File: src/rtl/dasm_defs.svh
// timing counts and field positions for the dram address and strobe mux
// assumes inclusion by bare name from the package and modules
`ifndef DASM_DEFS_SVH
`define DASM_DEFS_SVH
`define DASM_CLK_PERIOD_NS   100
`define DASM_ROW_TIME_NS     100
`define DASM_COL_TIME_NS     200
`define DASM_ROW_CYCLES      ((`DASM_ROW_TIME_NS + `DASM_CLK_PERIOD_NS - 1) / `DASM_CLK_PERIOD_NS)
`define DASM_COL_CYCLES      ((`DASM_COL_TIME_NS + `DASM_CLK_PERIOD_NS - 1) / `DASM_CLK_PERIOD_NS)
`define DASM_REG_LSB         1
`define DASM_REG_MSB         8
`define DASM_MEM_LSB         1
`define DASM_MEM_MSB         18
`define DASM_BANK_BIT        19
`define DASM_ROW_LSB         0
`define DASM_COL_LSB         9
`define DASM_MUX_W           9
`define DASM_REG_W           8
`endif

File: src/rtl/dasm_pkg.sv
// types shared by the dram address and strobe mux
// assumes dasm_defs.svh on the include path
`include "dasm_defs.svh"
package dasm_pkg;
  typedef logic [`DASM_MUX_W-1:0] dasm_mux_t;
  typedef logic [`DASM_REG_W-1:0] dasm_reg_t;
  typedef enum logic [3:0] {
    DASM_IDLE = 4'h1,
    DASM_ROW  = 4'h2,
    DASM_COL  = 4'h4,
    DASM_DONE = 4'h8
  } dasm_phase_e;
  typedef struct packed {
    logic ras0_n;
    logic row_strobe_bank1_n_n;
    logic col_strobe_low_n_n;
    logic col_strobe_high_n_n;
  } dasm_strobes_s;
  typedef struct packed {
    logic        mem_sel;
    logic        reg_sel;
    logic        dma;
    logic        refresh;
    logic        bank_hi;
    logic        wr;
    logic        lds;
    logic        uds;
    logic [17:0] word_addr;
  } dasm_req_s;
endpackage

File: src/rtl/dasm_sync.sv
// two flip-flop synchroniser for a bundle of pin levels
// assumes a single clock; the first stage is read only by the second
`timescale 1ns/1ns
module dasm_sync #(
  parameter int W = 1
) (
  input  wire logic         clk,
  input  wire logic         rst,
  input  wire logic [W-1:0] d,
  input  wire logic [W-1:0] rst_val,
  output logic      [W-1:0] q
);
  logic [W-1:0] meta_r;
  always_ff @(posedge clk) begin
    if (rst) begin
      // idle pin levels, so no false request follows reset
      meta_r <= rst_val;
      q      <= rst_val;
    end else begin
      meta_r <= d;
      q      <= meta_r;
    end
  end
endmodule // dasm_sync

File: src/rtl/dasm_addr_split.sv
// splits an 18-bit word address into row and column halves
// assumes combinational use inside the mux top
`timescale 1ns/1ns
`include "dasm_defs.svh"
module dasm_addr_split (
  input  wire logic [17:0]      word_addr,
  output dasm_pkg::dasm_mux_t   row_addr,
  output dasm_pkg::dasm_mux_t   col_addr
);
  assign row_addr = word_addr[`DASM_ROW_LSB +: `DASM_MUX_W];
  assign col_addr = word_addr[`DASM_COL_LSB +: `DASM_MUX_W];
endmodule // dasm_addr_split

File: src/rtl/dasm_mux.sv
// dram address multiplexer and strobe generator of the dma address chip
// assumes cpu pins are asynchronous and dma requests come from same-clock logic
// Functional notes
// - register access drives address bits 1-8 out
// - memory access multiplexes cpu address bits 1-18
// - bit 19 picks upper or lower row strobe
// - strobe plus register select, memory select off, means register access
// - strobe plus memory select means memory access
// - cpu read/write honoured on memory access and on register reads
// - dram read/write driven for dma and cpu
// - nine-bit address, row phase then column phase
// - address bus driven only for cpu memory or dma
// - cpu byte strobes map to column strobes
// - low column strobe low byte, high upper
// - lower row strobe for bit19 low or dma
// - upper row strobe never on plain dma
// - dma cycle output low during dma, lower bank
// - refresh asserts both row strobes and dma output
// - dma asserts both column strobes except refresh
// - buffered data bus carries register and dma data
// - dma output asserted before staging dma cycle
`timescale 1ns/1ns
`include "dasm_defs.svh"
module dasm_mux #(
  parameter int ROW_CYC = `DASM_ROW_CYCLES,
  parameter int COL_CYC = `DASM_COL_CYCLES
) (
  input  wire logic        MCLK,
  input  wire logic        RST,
  input  wire logic [19:1] CPU_ADDR,
  input  wire logic        CPU_ADDR_STROBE_N,
  input  wire logic        REG_SPACE_SEL_N,
  input  wire logic        MEM_SPACE_SEL_N,
  input  wire logic        CPU_READ_WRITE,
  input  wire logic        CPU_LOW_BYTE_STROBE_N,
  input  wire logic        CPU_HIGH_BYTE_STROBE_N,
  input  wire logic        DMA_REQ,
  input  wire logic        DMA_REFRESH,
  input  wire logic        DMA_WRITE,
  input  wire logic [17:0] DMA_WORD_ADDR,
  input  wire logic [15:0] DMA_WDATA,
  input  wire logic [15:0] REG_WDATA,
  input  wire logic [15:0] BUFFERED_DATA_BUS_IN,
  output logic      [15:0] BUFFERED_DATA_BUS_OUT,
  output logic             BUFFERED_DATA_BUS_OE_N,
  output logic      [15:0] CPU_WDATA,
  output logic             CPU_WDATA_VALID,
  output logic      [15:0] DMA_RDATA,
  output logic             DMA_RDATA_VALID,
  output logic             DMA_BUSY,
  output logic             REG_ACCESS,
  output logic      [7:0]  EXT_REG_SELECT_BUS,
  output logic      [8:0]  DRAM_MUX_ADDR,
  output logic             DRAM_MUX_ADDR_OE_N,
  output logic             DRAM_READ_WRITE,
  output logic             ROW_STROBE_BANK0_N,
  output logic             ROW_STROBE_BANK1_N,
  output logic             COL_STROBE_LOW_N,
  output logic             COL_STROBE_HIGH_N,
  output logic             DMA_CYCLE_ACTIVE_N
);
  localparam int CNT_W = 4;

  // cpu pins after two flip-flops
  logic [18:0] addr_s;
  logic [5:0]  ctl_s;
  logic [15:0] data_s;
  dasm_sync #(.W(19)) u_sync_addr (
    .clk     (MCLK),
    .rst     (RST),
    .d       (CPU_ADDR),
    .rst_val ('0),
    .q       (addr_s)
  );
  dasm_sync #(.W(22)) u_sync_ctl (
    .clk     (MCLK),
    .rst     (RST),
    .d       ({BUFFERED_DATA_BUS_IN, CPU_ADDR_STROBE_N, REG_SPACE_SEL_N,
                MEM_SPACE_SEL_N, CPU_READ_WRITE, CPU_LOW_BYTE_STROBE_N,
                CPU_HIGH_BYTE_STROBE_N}),
    .rst_val (22'h00003F),
    .q       ({data_s, ctl_s})
  );

  // active-high views of the synchronised controls
  logic as_a, rsel_a, msel_a, rw_s, lds_a, uds_a;
  assign as_a   = ~ctl_s[5];
  assign rsel_a = ~ctl_s[4];
  assign msel_a = ~ctl_s[3];
  assign rw_s   =  ctl_s[2];
  assign lds_a  = ~ctl_s[1];
  assign uds_a  = ~ctl_s[0];

  function automatic logic [CNT_W-1:0] cnt_of(input int n);
    cnt_of = CNT_W'((n < 1) ? 0 : n - 1);
  endfunction

  typedef struct packed {
    dasm_pkg::dasm_phase_e   phase;
    logic [CNT_W-1:0]        cnt;
    dasm_pkg::dasm_req_s     req;
    dasm_pkg::dasm_strobes_s stb;
    logic [8:0]              ma;
    logic                    ma_oe_n;
    logic                    drw;
    logic                    dma_n;
    logic [7:0]              rga;
    logic                    reg_acc;
    logic                    busy;
    logic [15:0]             bus_out;
    logic                    bus_oe_n;
    logic [15:0]             cpu_wd;
    logic                    cpu_wv;
    logic [15:0]             dma_rd;
    logic                    dma_rv;
    logic                    rd_pend;
  } dasm_state_s;

  localparam dasm_pkg::dasm_strobes_s STB_IDLE = '{1'b1, 1'b1, 1'b1, 1'b1};

  dasm_state_s st_r, st_nxt;
  dasm_pkg::dasm_mux_t row_a, col_a;

  dasm_addr_split u_split (
    .word_addr (st_r.req.word_addr),
    .row_addr  (row_a),
    .col_addr  (col_a)
  );

  logic cpu_mem, cpu_reg;
  assign cpu_mem = as_a & msel_a;
  assign cpu_reg = as_a & rsel_a & ~msel_a;

  always_comb begin
    st_nxt        = st_r;
    st_nxt.cpu_wv = 1'b0;
    st_nxt.dma_rv = 1'b0;
    st_nxt.rd_pend = 1'b0;
    // register space decode, independent of the dram sequence
    st_nxt.reg_acc = cpu_reg;
    st_nxt.rga     = cpu_reg ? addr_s[`DASM_REG_MSB-1:`DASM_REG_LSB-1] : 8'hFF;
    unique case (st_r.phase)
      dasm_pkg::DASM_IDLE: begin
        st_nxt.stb      = STB_IDLE;
        st_nxt.ma_oe_n  = 1'b1;
        st_nxt.drw      = 1'b1;
        st_nxt.bus_oe_n = 1'b1;
        st_nxt.busy     = 1'b0;
        st_nxt.dma_n    = 1'b1;
        if (DMA_REQ) begin
          // dma owns the bus ahead of any row strobe
          st_nxt.dma_n             = 1'b0;
          st_nxt.busy              = 1'b1;
          st_nxt.req               = '0;
          st_nxt.req.dma           = 1'b1;
          st_nxt.req.refresh       = DMA_REFRESH;
          st_nxt.req.wr            = DMA_WRITE & ~DMA_REFRESH;
          st_nxt.req.word_addr     = DMA_WORD_ADDR;
          st_nxt.phase             = dasm_pkg::DASM_ROW;
          st_nxt.cnt               = cnt_of(ROW_CYC);
        end else if (cpu_mem) begin
          st_nxt.busy          = 1'b1;
          st_nxt.req           = '0;
          st_nxt.req.mem_sel   = 1'b1;
          st_nxt.req.bank_hi   = addr_s[`DASM_BANK_BIT-1];
          st_nxt.req.wr        = ~rw_s;
          st_nxt.req.lds       = lds_a;
          st_nxt.req.uds       = uds_a;
          st_nxt.req.word_addr = addr_s[`DASM_MEM_MSB-1:`DASM_MEM_LSB-1];
          st_nxt.phase         = dasm_pkg::DASM_ROW;
          st_nxt.cnt           = cnt_of(ROW_CYC);
        end
      end
      dasm_pkg::DASM_ROW: begin
        st_nxt.ma      = row_a;
        st_nxt.ma_oe_n = 1'b0;
        st_nxt.drw     = ~st_r.req.wr;
        if (st_r.req.dma) begin
          st_nxt.stb.ras0_n = 1'b0;
          st_nxt.stb.row_strobe_bank1_n_n = ~st_r.req.refresh;
        end else begin
          st_nxt.stb.ras0_n = st_r.req.bank_hi;
          st_nxt.stb.row_strobe_bank1_n_n = ~st_r.req.bank_hi;
        end
        if (st_r.cnt == '0) begin
          st_nxt.phase = dasm_pkg::DASM_COL;
          st_nxt.cnt   = cnt_of(COL_CYC);
        end else begin
          st_nxt.cnt = st_r.cnt - 1'b1;
        end
      end
      dasm_pkg::DASM_COL: begin
        if (!st_r.req.refresh) begin
          st_nxt.ma = col_a;
        end
        if (st_r.req.dma) begin
          st_nxt.stb.col_strobe_low_n_n = st_r.req.refresh;
          st_nxt.stb.col_strobe_high_n_n = st_r.req.refresh;
        end else begin
          st_nxt.stb.col_strobe_low_n_n = ~st_r.req.lds;
          st_nxt.stb.col_strobe_high_n_n = ~st_r.req.uds;
        end
        // data word on the buffered bus for dma writes
        if (st_r.req.dma && st_r.req.wr) begin
          st_nxt.bus_out  = DMA_WDATA;
          st_nxt.bus_oe_n = 1'b0;
        end
        if (st_r.cnt == '0) begin
          st_nxt.phase = dasm_pkg::DASM_DONE;
        end else begin
          st_nxt.cnt = st_r.cnt - 1'b1;
        end
      end
      dasm_pkg::DASM_DONE: begin
        // read data trails the column strobe by the two pin flip-flops
        if (st_r.req.dma && !st_r.req.wr && !st_r.req.refresh) begin
          st_nxt.rd_pend = 1'b1;
        end
        if (st_r.req.mem_sel && st_r.req.wr) begin
          st_nxt.cpu_wd = data_s;
          st_nxt.cpu_wv = 1'b1;
        end
        st_nxt.stb      = STB_IDLE;
        st_nxt.ma_oe_n  = 1'b1;
        st_nxt.bus_oe_n = 1'b1;
        st_nxt.dma_n    = 1'b1;
        // cpu cycle ends when its address strobe goes away
        if (st_r.req.dma || !cpu_mem) begin
          st_nxt.phase = dasm_pkg::DASM_IDLE;
          st_nxt.busy  = 1'b0;
        end
      end
    endcase
    if (st_r.rd_pend) begin
      st_nxt.dma_rd = data_s;
      st_nxt.dma_rv = 1'b1;
    end
    // register reads from the cpu use the buffered bus when idle
    if (cpu_reg && rw_s && st_r.phase == dasm_pkg::DASM_IDLE && !DMA_REQ) begin
      st_nxt.bus_out  = REG_WDATA;
      st_nxt.bus_oe_n = 1'b0;
    end
  end

  always_ff @(posedge MCLK) begin
    if (RST) begin
      st_r          <= '0;
      st_r.phase    <= dasm_pkg::DASM_IDLE;
      st_r.stb      <= STB_IDLE;
      st_r.ma_oe_n  <= 1'b1;
      st_r.drw      <= 1'b1;
      st_r.dma_n    <= 1'b1;
      st_r.rga      <= 8'hFF;
      st_r.bus_oe_n <= 1'b1;
    end else begin
      st_r <= st_nxt;
    end
  end

  assign BUFFERED_DATA_BUS_OUT  = st_r.bus_out;
  assign BUFFERED_DATA_BUS_OE_N = st_r.bus_oe_n;
  assign CPU_WDATA              = st_r.cpu_wd;
  assign CPU_WDATA_VALID        = st_r.cpu_wv;
  assign DMA_RDATA              = st_r.dma_rd;
  assign DMA_RDATA_VALID        = st_r.dma_rv;
  assign DMA_BUSY               = st_r.busy;
  assign REG_ACCESS             = st_r.reg_acc;
  assign EXT_REG_SELECT_BUS     = st_r.rga;
  assign DRAM_MUX_ADDR          = st_r.ma;
  assign DRAM_MUX_ADDR_OE_N     = st_r.ma_oe_n;
  assign DRAM_READ_WRITE        = st_r.drw;
  assign ROW_STROBE_BANK0_N     = st_r.stb.ras0_n;
  assign ROW_STROBE_BANK1_N     = st_r.stb.row_strobe_bank1_n_n;
  assign COL_STROBE_LOW_N       = st_r.stb.col_strobe_low_n_n;
  assign COL_STROBE_HIGH_N      = st_r.stb.col_strobe_high_n_n;
  assign DMA_CYCLE_ACTIVE_N     = st_r.dma_n;
endmodule // dasm_mux

File: config.mk
export PLATFORM = sky130hd
export DESIGN_NAME = dasm_mux
export DESIGN_NICKNAME = d
export VERILOG_FILES = /design/src/rtl/dasm_pkg.sv /design/src/rtl/dasm_sync.sv /design/src/rtl/dasm_addr_split.sv /design/src/rtl/dasm_mux.sv
export VERILOG_INCLUDE_DIRS = /design/src /design/src/rtl
export SDC_FILE = /design/constraint.sdc
export NUM_CORES = 1
export LEC_CHECK = 0
export BUFFER_PORTS_ARGS = -buffer_cell sky130_fd_sc_hd__buf_4
export CAP_MARGIN = 20
export CORE_MARGIN = 4
export CORE_UTILIZATION = 41
export DETAILED_ROUTE_END_ITERATION = 8
export GPL_TIMING_DRIVEN = 0
export PLACE_DENSITY_LB_ADDON = 0.05
export SLEW_MARGIN = 20
export SYNTH_ARGS = -nofsm -noshare
export SYNTH_HDL_FRONTEND = slang
export SYNTH_SLANG_ARGS = --single-unit
File: constraint.sdc
create_clock -name MCLK -period 1.8 [get_ports MCLK]
set_input_delay 0.18 -clock MCLK [delete_from_list [all_inputs] [get_ports MCLK]]
set_output_delay 0.18 -clock MCLK [all_outputs]
set_load 0.01 [all_outputs]
==> results.cfg <==
[setup_path]
cp_common_cell = buf_12
critPathCaptureType = flip-flop
critPathMaxFanout = 5
critical_path_s_slowest_cell = or4b_4
critical_path.top_delay_family = simple AND/OR/NAND/NOR gates
cp-start-kind = flip-flop
crit_path_max_incr_delay_ns = 0.59
worstPathArrival_ns = 2.24
cp_cell_sequence = or4b_4 > nor3_4 > buf_6 > buf_12 > buf_12 > mux2i_4 > a211oi_2
required_ns = 2.08
timing.critical_path.buf_inv = 3
critPathKind = flip-flop to flip-flop

[clock_tree]
worst_skew_pair.late_latency_ns = 0.43
cts_tree = yes
ctsLongestPathBuffers = 2
cts_buffers = 17
clock-sinks = 193
clock_tree.root_cell = clkbuf_16
cts_htree_levels = 4
register_clock_pin_slew_on_the_reported_worst_setup_and_hold_paths_ns = 0.07

[power]
power_per_cell_area_mw_per_mm2 = 884
total_switching_power_mw = 2.25
p_leak_nw = 4.26
switching_power_share_of_the_total_pct = 24.7
peakVddDrop_v = 0.000674
finalPower_mw = 9.11
cell_internal_pwr_mw = 6.86
power_frac_clock_pct = 39.1
share_comb_of_total_power_pct = 11.2
share_seq_of_total_power_pct = 49.7

[drt]
routedWlPerCell_um = 14.2
final_routed_wirelength_um = 17300
firstDrtPassIters = 4
dr_total_vias = 5640
ant_nets = 0
drt_first_iter_violations = 235
routed_via_density = 4.63
drt_drc_violations_left = 0

[place]
place.detailed.hpwl_um = 12600
place.gp.congestion = 0.843
buffer_ports.inserted = 172
dp.cells = 1120
dpl_cell_area_mm2 = 0.00880

[logic_synthesis]
synth_area_per_cell_um2 = 9.95
synth_largest_area_cell = dfxtp_1
syn_nets = 820
seq_area_frac_synth_pct = 53.8
postSynth.topFlopCell = dfxtp_1
ys.warnings.count = 0
area_share_of_the_leading_cell_type_in_the_synthesized_netlist_pct = 53.8
post_synth_inst_count = 722
async_flop_share_pct = 0
synth_edf_count = 0
ys_seq_elements = 193
yosysUniqueCellTypes = 46
syn-cell-area_mm2 = 0.00718
synth.top_cells.by_area = dfxtp_1, mux2i_1, buf_4

[die]
fp-row-count = 48
core_area_mm2 = 0.0172
start_util_pct = 41.7
die_y_extent_um = 140
floorplan.die_area_mm2 = 0.0197
boundaryPins = 173
die_boundary_width_um = 140

[global_routing]
global_route.overflow_total = 0
grt_max_degree = 19
grt_pass1_wl_um = 28200
grtUsageTotal_pct = 17.8
first_global_vias = 5772
grt_antenna_before_repair = 0

[timing]
maxClockFrequency_mhz = 510
layout_setup_ws_ns = -0.162
worst_pin_slew_ns = 0.874
period_share_pct = 109
finalSetupViolCount = 27
final.min_clock_period_ns = 1.96
rsz_0062_raised_after_global_routing = yes
slew_violations = 0
worst_hold_margin_ns = 0.0137
timing.final.hold_violations = 0
headroom_to_the_max_slew_limit_pct = 40.9
timing.clock.skew_ns = 0.0138

[layout]
fillers = 1479
final_nets = 1079
n_antenna_cell = 0
utilization_of_the_core_after_routing_pct = 59.8
postLayoutCellArea_mm2 = 0.0103
drive_gt1_share_pct = 38.1
mostFrequentLayoutCells = buf_4, dfxtp_1, nor2b_1
post_layout_nonfiller_instances = 1219
layout.cells.most_common = buf_4
synthToLayoutAreaGrowth_pct = 43.5

[run_status]
outcome = complete, but fails checks
violated_checks = setup timing

[flow_run]
drv.max_cap_violation_count = 0

[worst_hold_path]
min_path_type = input pin to flip-flop
==> sequential cells by signal, indices dropped and copies added, names as in the netlist, 8 cells and up <==
signal / cells
CPU_WDATA: 16
u_sync_ctl.meta_r: 22
u_sync_ctl.q: 22
BUFFERED_DATA_BUS_OUT: 16
DMA_RDATA: 16
DRAM_MUX_ADDR: 9
st_r: 34
EXT_REG_SELECT_BUS: 8
u_sync_addr.meta_r: 19
u_sync_addr.q: 19
==> cell usage after synthesis, drive strengths merged (2+ instances only) <==
library cell	count
nor3	3
dfxtp	193
inv	7
nand2b	10
nor4	2
or3	5
nor2	72
o32ai	3
buf	74
o211a	2
nand2	67
o21ai	10
nor4b	5
nor2b	71
or2	13
a21oi	25
nor3b	2
o211ai	4
nand3	5
a211oi	38
clkbuf	35
or4b	4
ha	2
a311oi	9
mux2i	50
==> path summary, 6_finish.rpt <==
path | from | endpoint | slack, ns | cells past startpoint
max | st_r[110] | BUFFERED_DATA_BUS_OUT[0] | -0.16 | 7
min | BUFFERED_DATA_BUS_IN[0] | u_sync_ctl.meta_r[6] | 0.01 | 2
max reg2reg | st_r[110] | BUFFERED_DATA_BUS_OUT[0] | -0.16 | 7
min reg2reg | u_sync_ctl.meta_r[3] | u_sync_ctl.q[3] | 0.41 | 1
==> layout make-up <==
cell class / count / area [um2] / share of cell area, %
clock buffer: 18 / 439 / 4.26
multi-input combinational: 413 / 2830 / 27.4
buffer: 105 / 723 / 7.02
tap: 225 / 282 / 2.73
sequential: 193 / 3880 / 37.7
timing repair buffer: 244 / 2010 / 19.5
inverter: 7 / 26.3 / 0.255
clock inverter: 14 / 119 / 1.15
==> power groups by stage <==
stage               clock (mW)  sequential (mW)  combinational [mW]
global placement             0             4.62               0.790
finish                    3.56             4.53                1.02
CTS                       3.65             4.52                1.00
global route              3.83             4.55                1.12
floorplan                    0             4.60               0.469
detailed placement           0             4.62               0.808
==> what timing repair did <==
action,in CTS,in global routing
endpoints found under the setup margin,78,68
setup buffers,17,11
resized for setup,61,29
gates cloned,2,0
pin swaps,28,10
hold endpoints to repair,42,0
hold buffers,42,0
==> cell families after synthesis <==
family,share of synthesized area [%]
DFF,53.8
and+or+nand+nor,18.6
AOI/OAI and AO/OA,10.4
adders and majority gates,0.348
muxes,6.97
buffers and inverters,9.85
==> stage by stage <==
stage	worst slack, ns	TNS (ns)
2_1_floorplan	-0.107	-0.763
3_3_place_gp	-0.414	-18.16
3_5_place_dp	-0.479	-17.95
4_1_cts	-0.173	-2.86
5_1_grt	-0.244	-4.90
6_report	-0.162	-2.22
==> metal layers <==
layer  track usage (%)  vias up  part of all wire, %
met5                 0        -                    0
met3              3.72       11                  5.3
met1              21.7     2623                   43
li1                  -     2869                    -
met4              6.32        0                  1.1
met2              31.0      137                   51
Note: power is estimated with default switching activity, not from simulation.
